==> src/verilog/fpdual_pkg.sv <==
// Package for the floating-point pipeline and dual-issue control block.
// Assumes one clock domain; the arithmetic itself sits outside the block.
`default_nettype none
package fpdual_pkg;

  // ----------------------------------------------------------------
  // Depths and reset values
  // ----------------------------------------------------------------
  localparam int          ADD_DEPTH     = 3;
  localparam int          MUL_DEPTH_SGL = 3;
  localparam int          MUL_DEPTH_DBL = 2;
  localparam logic [63:0] DATA_RST      = 64'h0;
  localparam logic [31:0] WORD_RST      = 32'h0;

  // ----------------------------------------------------------------
  // Operand route selects
  // ----------------------------------------------------------------
  localparam logic [1:0] SEL_SRC  = 2'h0;  // Plain source operand
  localparam logic [1:0] SEL_ALT  = 2'h1;  // Real constant / transfer / mul last stage
  localparam logic [1:0] SEL_ALT2 = 2'h2;  // Imag constant / add last stage

  typedef enum logic [1:0] {UNIT_ADD, UNIT_MUL, UNIT_DUAL} unit_t;
  typedef enum {ISS_SINGLE, ISS_ENTER, ISS_DUAL, ISS_LEAVE} issue_state_t;

  typedef struct packed {
    logic        defined;
    logic        dbl;
    logic [63:0] data;
  } stage_t;

  typedef struct packed {
    logic        valid;
    logic        dbl;
    logic        exc_en;
    logic [63:0] data;
  } wb_t;

  typedef struct packed {
    logic        valid;
    unit_t       unit;
    logic        pipelined;
    logic        src_dbl;
    logic        res_dbl;
    logic        dest_is_first_source_operand;
    logic        dest_is_second_source_operand;
    logic [3:0]  path_select_field;
    logic [63:0] first_source_operand;
    logic [63:0] second_source_operand;
  } fp_op_t;

  typedef struct packed {
    logic [1:0] m1;
    logic       m2;
    logic [1:0] a1;
    logic [1:0] a2;
    logic       ld_real;
    logic       ld_imag;
    logic       ld_xfer;
  } path_t;

  // Fixed decode of the four-bit path field
  function automatic path_t path_decode(input logic [3:0] code);
    path_t p;
    p = '{SEL_SRC, 1'b0, SEL_SRC, SEL_SRC, 1'b0, 1'b0, 1'b0};
    case (code)
      4'h0: p = '{SEL_ALT,  1'b0, SEL_SRC,  SEL_ALT,  1'b0, 1'b0, 1'b0};
      4'h1: p = '{SEL_ALT,  1'b0, SEL_ALT,  SEL_ALT,  1'b0, 1'b0, 1'b1};
      4'h2: p = '{SEL_ALT,  1'b1, SEL_SRC,  SEL_ALT,  1'b0, 1'b0, 1'b0};
      4'h3: p = '{SEL_ALT,  1'b1, SEL_ALT,  SEL_ALT,  1'b0, 1'b0, 1'b1};
      4'h4: p = '{SEL_SRC,  1'b0, SEL_ALT,  SEL_SRC,  1'b1, 1'b0, 1'b1};
      4'h5: p = '{SEL_SRC,  1'b0, SEL_ALT,  SEL_ALT2, 1'b0, 1'b1, 1'b1};
      4'h6: p = '{SEL_SRC,  1'b1, SEL_ALT2, SEL_SRC,  1'b1, 1'b0, 1'b0};
      4'h7: p = '{SEL_SRC,  1'b1, SEL_ALT2, SEL_ALT,  1'b0, 1'b1, 1'b0};
      4'h8: p = '{SEL_ALT2, 1'b0, SEL_SRC,  SEL_ALT,  1'b0, 1'b0, 1'b0};
      4'h9: p = '{SEL_ALT2, 1'b0, SEL_ALT,  SEL_ALT,  1'b0, 1'b0, 1'b1};
      4'hA: p = '{SEL_ALT2, 1'b1, SEL_SRC,  SEL_ALT,  1'b0, 1'b0, 1'b0};
      4'hB: p = '{SEL_ALT2, 1'b1, SEL_ALT,  SEL_ALT,  1'b0, 1'b0, 1'b1};
      4'hC: p = '{SEL_SRC,  1'b0, SEL_SRC,  SEL_ALT2, 1'b1, 1'b0, 1'b0};
      4'hD: p = '{SEL_SRC,  1'b0, SEL_ALT,  SEL_ALT2, 1'b0, 1'b1, 1'b1};
      4'hE: p = '{SEL_SRC,  1'b1, SEL_SRC,  SEL_SRC,  1'b0, 1'b0, 1'b1};
      4'hF: p = '{SEL_ALT,  1'b0, SEL_ALT2, SEL_ALT2, 1'b0, 1'b0, 1'b0};
      default: p = '{SEL_SRC, 1'b0, SEL_SRC, SEL_SRC, 1'b0, 1'b0, 1'b0};
    endcase
    return p;
  endfunction

endpackage
`default_nettype wire

==> src/verilog/fp_pipe_ctrl.sv <==
// Floating-point adder/multiplier pipeline control with dual-instruction issue.
// Assumes the arithmetic units are combinational from the operand outputs,
// and that fetch supplies aligned 64-bit words with decoded flags.
`timescale 1ns/1ns
`default_nettype none
module fp_pipe_ctrl
  import fpdual_pkg::*;
(
  input  wire logic        CORE_CLK,
  input  wire logic        RST,
  input  wire fp_op_t      OP,
  input  wire logic [63:0] ADD_RESULT,
  input  wire logic [63:0] MUL_RESULT,
  input  wire logic        INSTR_VALID,
  input  wire logic [31:0] INSTR_LO,
  input  wire logic [31:0] INSTR_HI,
  input  wire logic        LO_IS_FP,
  input  wire logic        DUAL_BIT,
  output logic      [63:0] ADD_OP1,
  output logic      [63:0] ADD_OP2,
  output logic      [63:0] MUL_OP1,
  output logic      [63:0] MUL_OP2,
  output wb_t              ADD_WB,
  output wb_t              MUL_WB,
  output logic             WIDE_FETCH,
  output logic             FP_ISSUE,
  output logic      [31:0] FP_WORD,
  output logic             CORE_ISSUE,
  output logic      [31:0] CORE_WORD
);

  // ----------------------------------------------------------------
  // State
  // ----------------------------------------------------------------
  typedef struct packed {
    stage_t [2:0] add;
    stage_t [2:0] mul;
    logic  [63:0] kreal;
    logic  [63:0] kimag;
    logic  [63:0] xfer;
    wb_t          add_wb;
    wb_t          mul_wb;
    issue_state_t iss;
    logic         fp_iss;
    logic  [31:0] fp_word;
    logic         core_iss;
    logic  [31:0] core_word;
  } state_t;

  localparam stage_t STAGE_RST = '{1'b0, 1'b0, DATA_RST};
  localparam wb_t    WB_RST    = '{1'b0, 1'b0, 1'b0, DATA_RST};

  state_t q_r;
  state_t q_nxt;
  path_t  path;
  logic   add_go;
  logic   mul_go;
  logic   is_dual;
  logic   [1:0] mul_last;
  logic   [63:0] add_tail;
  logic   [63:0] mul_tail;
  logic   [63:0] first_source_operand_eff;
  logic   [63:0] second_source_operand_eff;

  // ----------------------------------------------------------------
  // Operand routing
  // ----------------------------------------------------------------
  // Last stage of the multiplier follows the incoming precision
  assign mul_last = OP.src_dbl ? 2'(MUL_DEPTH_DBL - 1) : 2'(MUL_DEPTH_SGL - 1);
  assign add_tail = q_r.add[ADD_DEPTH-1].data;
  assign mul_tail = q_r.mul[mul_last].data;
  assign is_dual  = OP.unit == UNIT_DUAL;
  assign add_go   = OP.valid && (OP.unit == UNIT_ADD || is_dual);
  assign mul_go   = OP.valid && (OP.unit == UNIT_MUL || is_dual);
  assign path     = path_decode(OP.path_select_field);

  // Value leaving the unit this step replaces a matching source
  always_comb begin
    first_source_operand_eff = OP.first_source_operand;
    second_source_operand_eff = OP.second_source_operand;
    if (OP.pipelined && OP.dest_is_first_source_operand) begin
      first_source_operand_eff = (OP.unit == UNIT_MUL) ? mul_tail : add_tail;
    end
    if (OP.pipelined && OP.dest_is_second_source_operand) begin
      second_source_operand_eff = (OP.unit == UNIT_MUL) ? mul_tail : add_tail;
    end
  end

  // Plain add/mul always use sources; dual ops follow the path table
  always_comb begin
    MUL_OP1 = first_source_operand_eff;
    MUL_OP2 = second_source_operand_eff;
    ADD_OP1 = first_source_operand_eff;
    ADD_OP2 = second_source_operand_eff;
    if (is_dual) begin
      case (path.m1)
        SEL_ALT:  MUL_OP1 = q_r.kreal;
        SEL_ALT2: MUL_OP1 = q_r.kimag;
        default:  MUL_OP1 = first_source_operand_eff;
      endcase
      MUL_OP2 = path.m2 ? add_tail : second_source_operand_eff;
      case (path.a1)
        SEL_ALT:  ADD_OP1 = q_r.xfer;
        SEL_ALT2: ADD_OP1 = add_tail;
        default:  ADD_OP1 = first_source_operand_eff;
      endcase
      case (path.a2)
        SEL_ALT:  ADD_OP2 = mul_tail;
        SEL_ALT2: ADD_OP2 = add_tail;
        default:  ADD_OP2 = second_source_operand_eff;
      endcase
    end
  end

  // ----------------------------------------------------------------
  // Next state
  // ----------------------------------------------------------------
  always_comb begin
    q_nxt = q_r;
    q_nxt.add_wb.valid = 1'b0;
    q_nxt.mul_wb.valid = 1'b0;
    q_nxt.fp_iss = 1'b0;
    q_nxt.core_iss = 1'b0;
    // Adder: pipelined step drains tail, shifts, loads head
    if (add_go && OP.pipelined) begin
      // Drained value keeps the precision and trap enable of its launch
      q_nxt.add_wb = '{1'b1, q_r.add[2].dbl, q_r.add[2].defined, add_tail};
      q_nxt.add[2] = q_r.add[1];
      q_nxt.add[1] = q_r.add[0];
      q_nxt.add[0] = '{1'b1, OP.res_dbl, ADD_RESULT};
    end else if (add_go) begin
      // Scalar runs through every stage; older contents are lost
      q_nxt.add_wb = '{1'b1, OP.res_dbl, 1'b1, ADD_RESULT};
      q_nxt.add[2] = '{1'b1, OP.res_dbl, ADD_RESULT};
      q_nxt.add[1] = STAGE_RST;
      q_nxt.add[0] = STAGE_RST;
    end
    // Multiplier: tail position depends on source precision
    if (mul_go && OP.pipelined) begin
      q_nxt.mul_wb = '{1'b1, q_r.mul[mul_last].dbl, q_r.mul[mul_last].defined,
                       mul_tail};
      q_nxt.mul[2] = q_r.mul[1];
      q_nxt.mul[1] = q_r.mul[0];
      q_nxt.mul[0] = '{1'b1, OP.res_dbl, MUL_RESULT};
    end else if (mul_go) begin
      q_nxt.mul_wb = '{1'b1, OP.res_dbl, 1'b1, MUL_RESULT};
      q_nxt.mul = {3{STAGE_RST}};
      q_nxt.mul[mul_last] = '{1'b1, OP.res_dbl, MUL_RESULT};
    end
    // Special registers of the dual-operation paths
    if (is_dual && OP.valid) begin
      if (path.ld_real) begin
        q_nxt.kreal = OP.first_source_operand;
      end
      if (path.ld_imag) begin
        q_nxt.kimag = OP.first_source_operand;
      end
      if (path.ld_xfer) begin
        q_nxt.xfer = mul_tail;
      end
    end
    // Issue sequencing between single and paired words
    if (INSTR_VALID) begin
      case (q_r.iss)
        ISS_SINGLE: begin
          q_nxt.fp_iss = LO_IS_FP;
          q_nxt.core_iss = !LO_IS_FP;
          q_nxt.fp_word = INSTR_LO;
          q_nxt.core_word = INSTR_LO;
          if (LO_IS_FP && DUAL_BIT) begin
            q_nxt.iss = ISS_ENTER;
          end
        end
        ISS_ENTER: begin
          // Exactly one more 32-bit word before pairing starts
          q_nxt.fp_iss = LO_IS_FP;
          q_nxt.core_iss = !LO_IS_FP;
          q_nxt.fp_word = INSTR_LO;
          q_nxt.core_word = INSTR_LO;
          q_nxt.iss = ISS_DUAL;
        end
        ISS_DUAL, ISS_LEAVE: begin
          // Both halves always go, even right after a delayed branch
          q_nxt.fp_iss = 1'b1;
          q_nxt.core_iss = 1'b1;
          q_nxt.fp_word = INSTR_LO;
          q_nxt.core_word = INSTR_HI;
          if (q_r.iss == ISS_LEAVE) begin
            q_nxt.iss = ISS_SINGLE;
          end else if (!DUAL_BIT) begin
            q_nxt.iss = ISS_LEAVE;
          end
        end
        default: q_nxt.iss = ISS_SINGLE;
      endcase
    end
  end

  // Single register stage for all control state
  always_ff @(posedge CORE_CLK or posedge RST) begin
    if (RST) begin
      q_r <= '{{3{STAGE_RST}}, {3{STAGE_RST}}, DATA_RST, DATA_RST, DATA_RST,
               WB_RST, WB_RST, ISS_SINGLE, 1'b0, WORD_RST, 1'b0, WORD_RST};
    end else begin
      q_r <= q_nxt;
    end
  end

  // ----------------------------------------------------------------
  // Outputs
  // ----------------------------------------------------------------
  assign ADD_WB     = q_r.add_wb;
  assign MUL_WB     = q_r.mul_wb;
  assign WIDE_FETCH = (q_r.iss == ISS_DUAL) || (q_r.iss == ISS_LEAVE);
  assign FP_ISSUE   = q_r.fp_iss;
  assign FP_WORD    = q_r.fp_word;
  assign CORE_ISSUE = q_r.core_iss;
  assign CORE_WORD  = q_r.core_word;

  logic pa;
  logic pm;
  assign pa = add_go && OP.pipelined;
  assign pm = mul_go && OP.pipelined;
endmodule
`default_nettype wire

==> config.mk <==
export PLATFORM = sky130hd
export DESIGN_NAME = fp_pipe_ctrl
export DESIGN_NICKNAME = d
export VERILOG_FILES = /design/src/verilog/fpdual_pkg.sv /design/src/verilog/fp_pipe_ctrl.sv
export SDC_FILE = /design/constraint.sdc
export NUM_CORES = 2
export LEC_CHECK = 0
export ABC_AREA = 1
export BUFFER_PORTS_ARGS = -buffer_cell sky130_fd_sc_hd__buf_2
export CAP_MARGIN = 20
export CELL_PAD_IN_SITES_DETAIL_PLACEMENT = 0
export CELL_PAD_IN_SITES_GLOBAL_PLACEMENT = 1
export CORE_MARGIN = 3
export CORE_UTILIZATION = 41
export CTS_CLUSTER_SIZE = 8
export DETAILED_ROUTE_END_ITERATION = 16
export HOLD_SLACK_MARGIN = 0.05
export PLACE_DENSITY_LB_ADDON = 0.12
export RECOVER_POWER = 25
export SLEW_MARGIN = 10
export SYNTH_ARGS = -nofsm -noshare
export SYNTH_HDL_FRONTEND = slang
export SYNTH_SLANG_ARGS = --single-unit
==> constraint.sdc <==
create_clock -name CORE_CLK -period 32.2 [get_ports CORE_CLK]
set_input_delay 4.83 -clock CORE_CLK [delete_from_list [all_inputs] [get_ports CORE_CLK]]
set_output_delay 4.83 -clock CORE_CLK [all_outputs]
set_load 0.05 [all_outputs]
### Word level (Yosys, flattened, before mapping)

Memories as Yosys holds them, arrays and structs flattened.
Index checks and enable logic that the tools add are counted.

* register bits after elaboration: 820
* bits in read-only memories: 160
* input port bits: 337
* output and inout port bits: 457
* word-level logic and storage cells: 108
* memories: 1

Memories
* (no name shown): words 16, width 10, rd ports 1, clocked after memory_dff 0, write ports 0, RTL line fpdual_pkg.sv:65 `case (code)`

* order comparisons: 2
* eq/ne operators: 15
* mux-type cells: 30
* bitwise operators: 1
* reductions and logical operators: 25

Operator list (number)
* 198-bit two-way mux: 4
* 64-bit two-way mux: 8
* 64-bit one-hot mux with 2 select lines: 3
* 67-bit two-way mux: 4
* 198-bit AND: 1
* 66-bit two-way mux: 3
* 66-bit binary-select mux with 2-bit select: 1
* 66-bit demux with 2-bit select: 1
* 66-bit one-hot mux with 2 select lines: 1
* 32-bit two-way mux: 3
* 32-bit one-hot mux with 3 select lines: 1
* 32-bit by 2-bit == test with 1-bit output (second input constant): 2
* 32-bit by 3-bit == test with 1-bit output (second input constant): 2
* 32-bit by 1-bit == test with 1-bit output (second input constant): 1
* 32-bit logical NOT: 1
* 1-bit logical AND: 9
* 2-bit by 1-bit == test with 1-bit output (second input constant): 4
* 2-bit == test (second input constant): 4
* 2-bit AND reduction: 4
* 2-bit nonzero test: 3
* 2-bit OR reduction: 2
* 1-bit logical OR: 3
* 2-bit by 3-bit less-than comparator with 1-bit output (second input constant): 1
* 3-bit inequality test (second input constant): 1
* other kinds (6): 6

### Logic depth before layout (Yosys ltp)

* depth after elaboration: 8
* mapped depth: 14
* mapped depth without buffers: 12

### Worst setup path after synthesis

Ideal clock, no wire load.

* path kind: in2out
* start: in OP[130] (netlist name)
* end: out ADD_OP1[53]
* arrival: 6949 ps
* data required time: 27370 ps
* setup slack: 20421 ps
* cell stages on the path: 13
* buffers on the path: 4
* cells stage by stage: buf_2 > inv_1 > o21ai_1 > clkbuf_1 > nand2_1 > inv_1 > ha_1 > nor2_2 > inv_1 > buf_2 > buf_1 > nand3_1 > nand2_1

* cells in the longest elaborated chain, start to end: 4
* elaborated cells on any way between the ends: 5
* classes of those cells: eq/ne: 2; mux: 2; memory: 1

Ends and longest elaborated chain
* start: declaration: RTL line fp_pipe_ctrl.sv:11 `input wire fp_op_t OP,`
* memory read 16 x 10 bit (*)
* 2-bit == test or 2-bit by 1-bit == test with 1-bit output (tied branches): RTL line fp_pipe_ctrl.sv:102 `case (path.a1)`
* 64-bit one-hot mux with 2 select lines (*): RTL line fp_pipe_ctrl.sv:102
* 64-bit two-way mux (*): RTL line fp_pipe_ctrl.sv:95 `if (is_dual) begin`
* end: declaration: RTL line fp_pipe_ctrl.sv:19 `output logic [63:0] ADD_OP1,`

Every way passes the cells marked *; elsewhere a longest branch is shown, timed or not.

==> flow_summary_export.csv <==
group,metric,value,unit
outcome,status,"complete, but fails checks",
outcome,violations,"capacitance limit, slew limit",
global_routing,grtUsageTotal,35.8,%
clocking,cts_tree,"yes",
sta,period_minus_slack,15.96,ns
global_routing,grt_pass1_vias,40141,
sta,tns,0,ns
global_routing,use_met2,59.1,%
global_routing,top_usage_layer,"met2",
worst_setup_path,cp_slowest_stage_delay,6.25,ns
worst_setup_path,crit_arrival,14.57,ns
clocking,clock_sinks,790,
worst_setup_path,crit_type,"primary input to asynchronous set/reset pin",
global_routing,grt_max_degree,221,
global_routing,globalRouteOverflowTotal,0,
synth,netlist_area,42100,um2
hold_path,hold_class,"register to register",
clocking,clock_path_buffers,3,
run,cap_violations,8,
worst_setup_path,cpMostUsedCell,"clkbuf_1",
final_layout,final_common_cell,"nand2_1",
synth,yosysSeqAreaShare,46.9,%
worst_setup_path,critPathTopFamily,"buffers and inverters",
global_routing,antenna_found_initial,49,
worst_setup_path,path_cells,"clkbuf_1 > clkinvlp_2 > clkbuf_1",
synth,synth-seq-cells,790,
synth,ys_types,30,
floorplanning,initial_utilization,41.7,%
worst_setup_path,worstPathRequired,30.81,ns
final_layout,seqCellArea,19800,um2
final_layout,multiInputGateArea,17600,um2
drt,drtIter0Drc,4211,
sta,slew_headroom,-481,%
clocking,hold_buffers,0,
clocking,path_clk_slew,0.05,ns
drt,drc,0,
clocking,post_cts_buffers,0,
global_routing,grt_pass1_wl,281000,um
drt,detail-route-antenna-nets,0,
clocking,numCtsBuffers,109,
drt,dr_total_vias,41216,
floorplanning,die_area,107000,um2
synth,syn_nets,5925,
global_routing,use_met3,8.10,%
drt,wl_per_cell,26.6,um
drt,first_pass_iters,6,
sta,worstMarginPinSlew,8.72,ns
floorplanning,core,101000,um2
drt,wirelength,196000,um
placed_design,gp_congestion,0.964,
drt,viasPerCell,5.60,
placed_design,hpwl,139000,um
synth,synth_top_area_share,46.9,%
worst_setup_path,endpoint_kind,"asynchronous set/reset pin",
floorplanning,die_w,327,um
final_layout,area_delta_synth_final,14.7,%
power_and_ir_drop,max-vdd-ir-drop,0.0585,mV
synth,syn_avg_cell_area,7.56,um2
floorplanning,die_h,327,um
worst_setup_path,worstPathMaxFanout,158,
power_and_ir_drop,power.density,76.7,nW/um2
sta,rsz0062_at_grt,"false",
final_layout,final_cell_mix,"1905 x nand2_1, 790 x dfrtp_1, 789 x buf_2, 719 x nand3_1, 513 x o21ai_0",
worst_setup_path,start_kind,"primary input",
clocking,cts_resized,0,
global_routing,use_met1,40.2,%
sta,fin_worst_skew,0.0160,ns
sta,setup_violations,0,
final_layout,nets,6314,
clocking,cts_root_buf,"clkbuf_16",
floorplanning,io_pins,794,
synth,synthTopCellsByArea,"dfrtp_1 47%, nand2_1 17%, nand3_1 8.6%",
final_layout,n_fill_cell,10525,
final_layout,drive_gt1_share,17.8,%
sta,hold_ws,0.472,ns
floorplanning,placementRows,116,
clocking,htree_levels,3,
sta,finalHoldViolCount,0,
sta,min_period_over_period,49.6,%
synth,synth_area_leader_cell,"dfrtp_1",
clocking,clock_latency,0.70,ns
synth,synthCells,5572,
sta,fmax,62.6,MHz
sta,slew_violations,650,
synth,synth_warnings,0,
power_and_ir_drop,p_leak,24.7,nW
placed_design,io_buffers,793,
worst_setup_path,crit_buf_inv,3,
worst_setup_path,slowest_stage,"clkbuf_1",
## synth_stat cells
| master | n |
|---|---|
| ha_1 | 16 |
| nand4_1 | 5 |
| inv_1 | 473 |
| or2_2 | 50 |
| clkbuf_2 | 1 |
| a21oi_1 | 17 |
| o21ai_0 | 513 |
| o211ai_1 | 131 |
| nor2_1 | 17 |
| or2_1 | 6 |
| nand2_2 | 4 |
| clkinv_1 | 3 |
| o21ai_1 | 48 |
| nand3_1 | 720 |
| buf_2 | 152 |
| nand3b_1 | 1 |
| a22oi_1 | 126 |
| nor2_2 | 2 |
| o211ai_2 | 1 |
| buf_6 | 1 |
| nand2_1 | 1914 |
| o22ai_1 | 66 |
| buf_4 | 205 |
| clkbuf_1 | 170 |
| o221ai_1 | 71 |
| inv_2 | 9 |
| a31oi_1 | 1 |
| o31ai_1 | 2 |
| buf_1 | 57 |
| dfrtp_1 | 790 |
## worst paths after layout
check / start / end / slack, ns / cells past startpoint
hold reg to reg: q_r[267]$_DFFE_PP0P_ / q_r[267]$_DFFE_PP0P_ / 0.47 / 2
setup / recovery: RST / q_r[370]$_DFFE_PP0P_ / 16.24 / 3
max in group CORE_CLK: OP[136] / MUL_OP1[12] / 18.58 / 10
hold / removal: q_r[267]$_DFFE_PP0P_ / q_r[267]$_DFFE_PP0P_ / 0.47 / 2
min in group asynchronous: RST / q_r[548]$_DFFE_PP0P_ / 5.82 / 2
setup reg to reg: q_r[66]$_DFFE_PP0P_ / FP_WORD[31]$_DFFE_PP0P_ / 27.73 / 9
## kinds of logic (layout without fill, tap and decap cells)
group,Yosys count,count (layout),share of synthesized area [%]
AO/OA/AOI/OAI,976,976,14.0
flip-flops,790,790,46.9
adder cells (fa/ha/maj),16,16,0.475
AND/OR/NAND/NOR,2719,2719,26.8
buffers and inverters,1071,1473,11.8
other,0,26,0
## tightest hold or removal path: cells and delay by family, from the launching register on
kind	cells	cell delay, ns
simple gates	2	0.11
flops	1	0.34
## flip-flops by register name (all words and copies together), names as in the netlist
| name | flops |
|---|---|
| MUL_WB | 67 |
| CORE_WORD | 32 |
| CORE_ISSUE | 1 |
| FP_ISSUE | 1 |
| ADD_WB | 67 |
| add_tail | 64 |
| FP_WORD | 32 |
| q_r | 526 |
## final cells by class
cell class	instances	area share [%]
multi-input cells	3711	36.3
inverters	485	3.81
diodes	26	0.135
repair buffers	864	9.34
well taps	1357	3.51
clock inverters	7	0.210
flip-flops and latches	790	40.9
clock buffers	117	5.75
## power by group
group,leakage (nW),internal [mW],switching [mW],total [mW]
clock,1.41,0.601,0.445,1.05
combinational,13.1,0.305,0.997,1.30
sequential,10.2,1.21,0.143,1.36
total,24.7,2.12,1.59,3.71
## through the flow
stage	instances	worst slack (ns)	area [um2]	util, %	power [mW]
after floorplan	5572	5.19	42100	-	2.35
after global placement	7206	18.64	45400	45.0	2.66
after detailed placement	7206	18.60	45400	45.0	2.67
after CTS	7330	18.59	48300	47.8	3.71
after global routing	7348	14.17	48300	47.8	3.87
final	7357	16.24	48300	47.9	3.71
## routing by layer
metal / wire length (um) / share of wire [%] / vias up
met5: 103 / 0.053 / -
met4: 18000 / 9.2 / 14
met3: 14900 / 7.6 / 512
met2: 92800 / 47 / 1952
met1: 70200 / 36 / 19903
li1: - / - / 18835
Power figures use the tool's default switching activity.
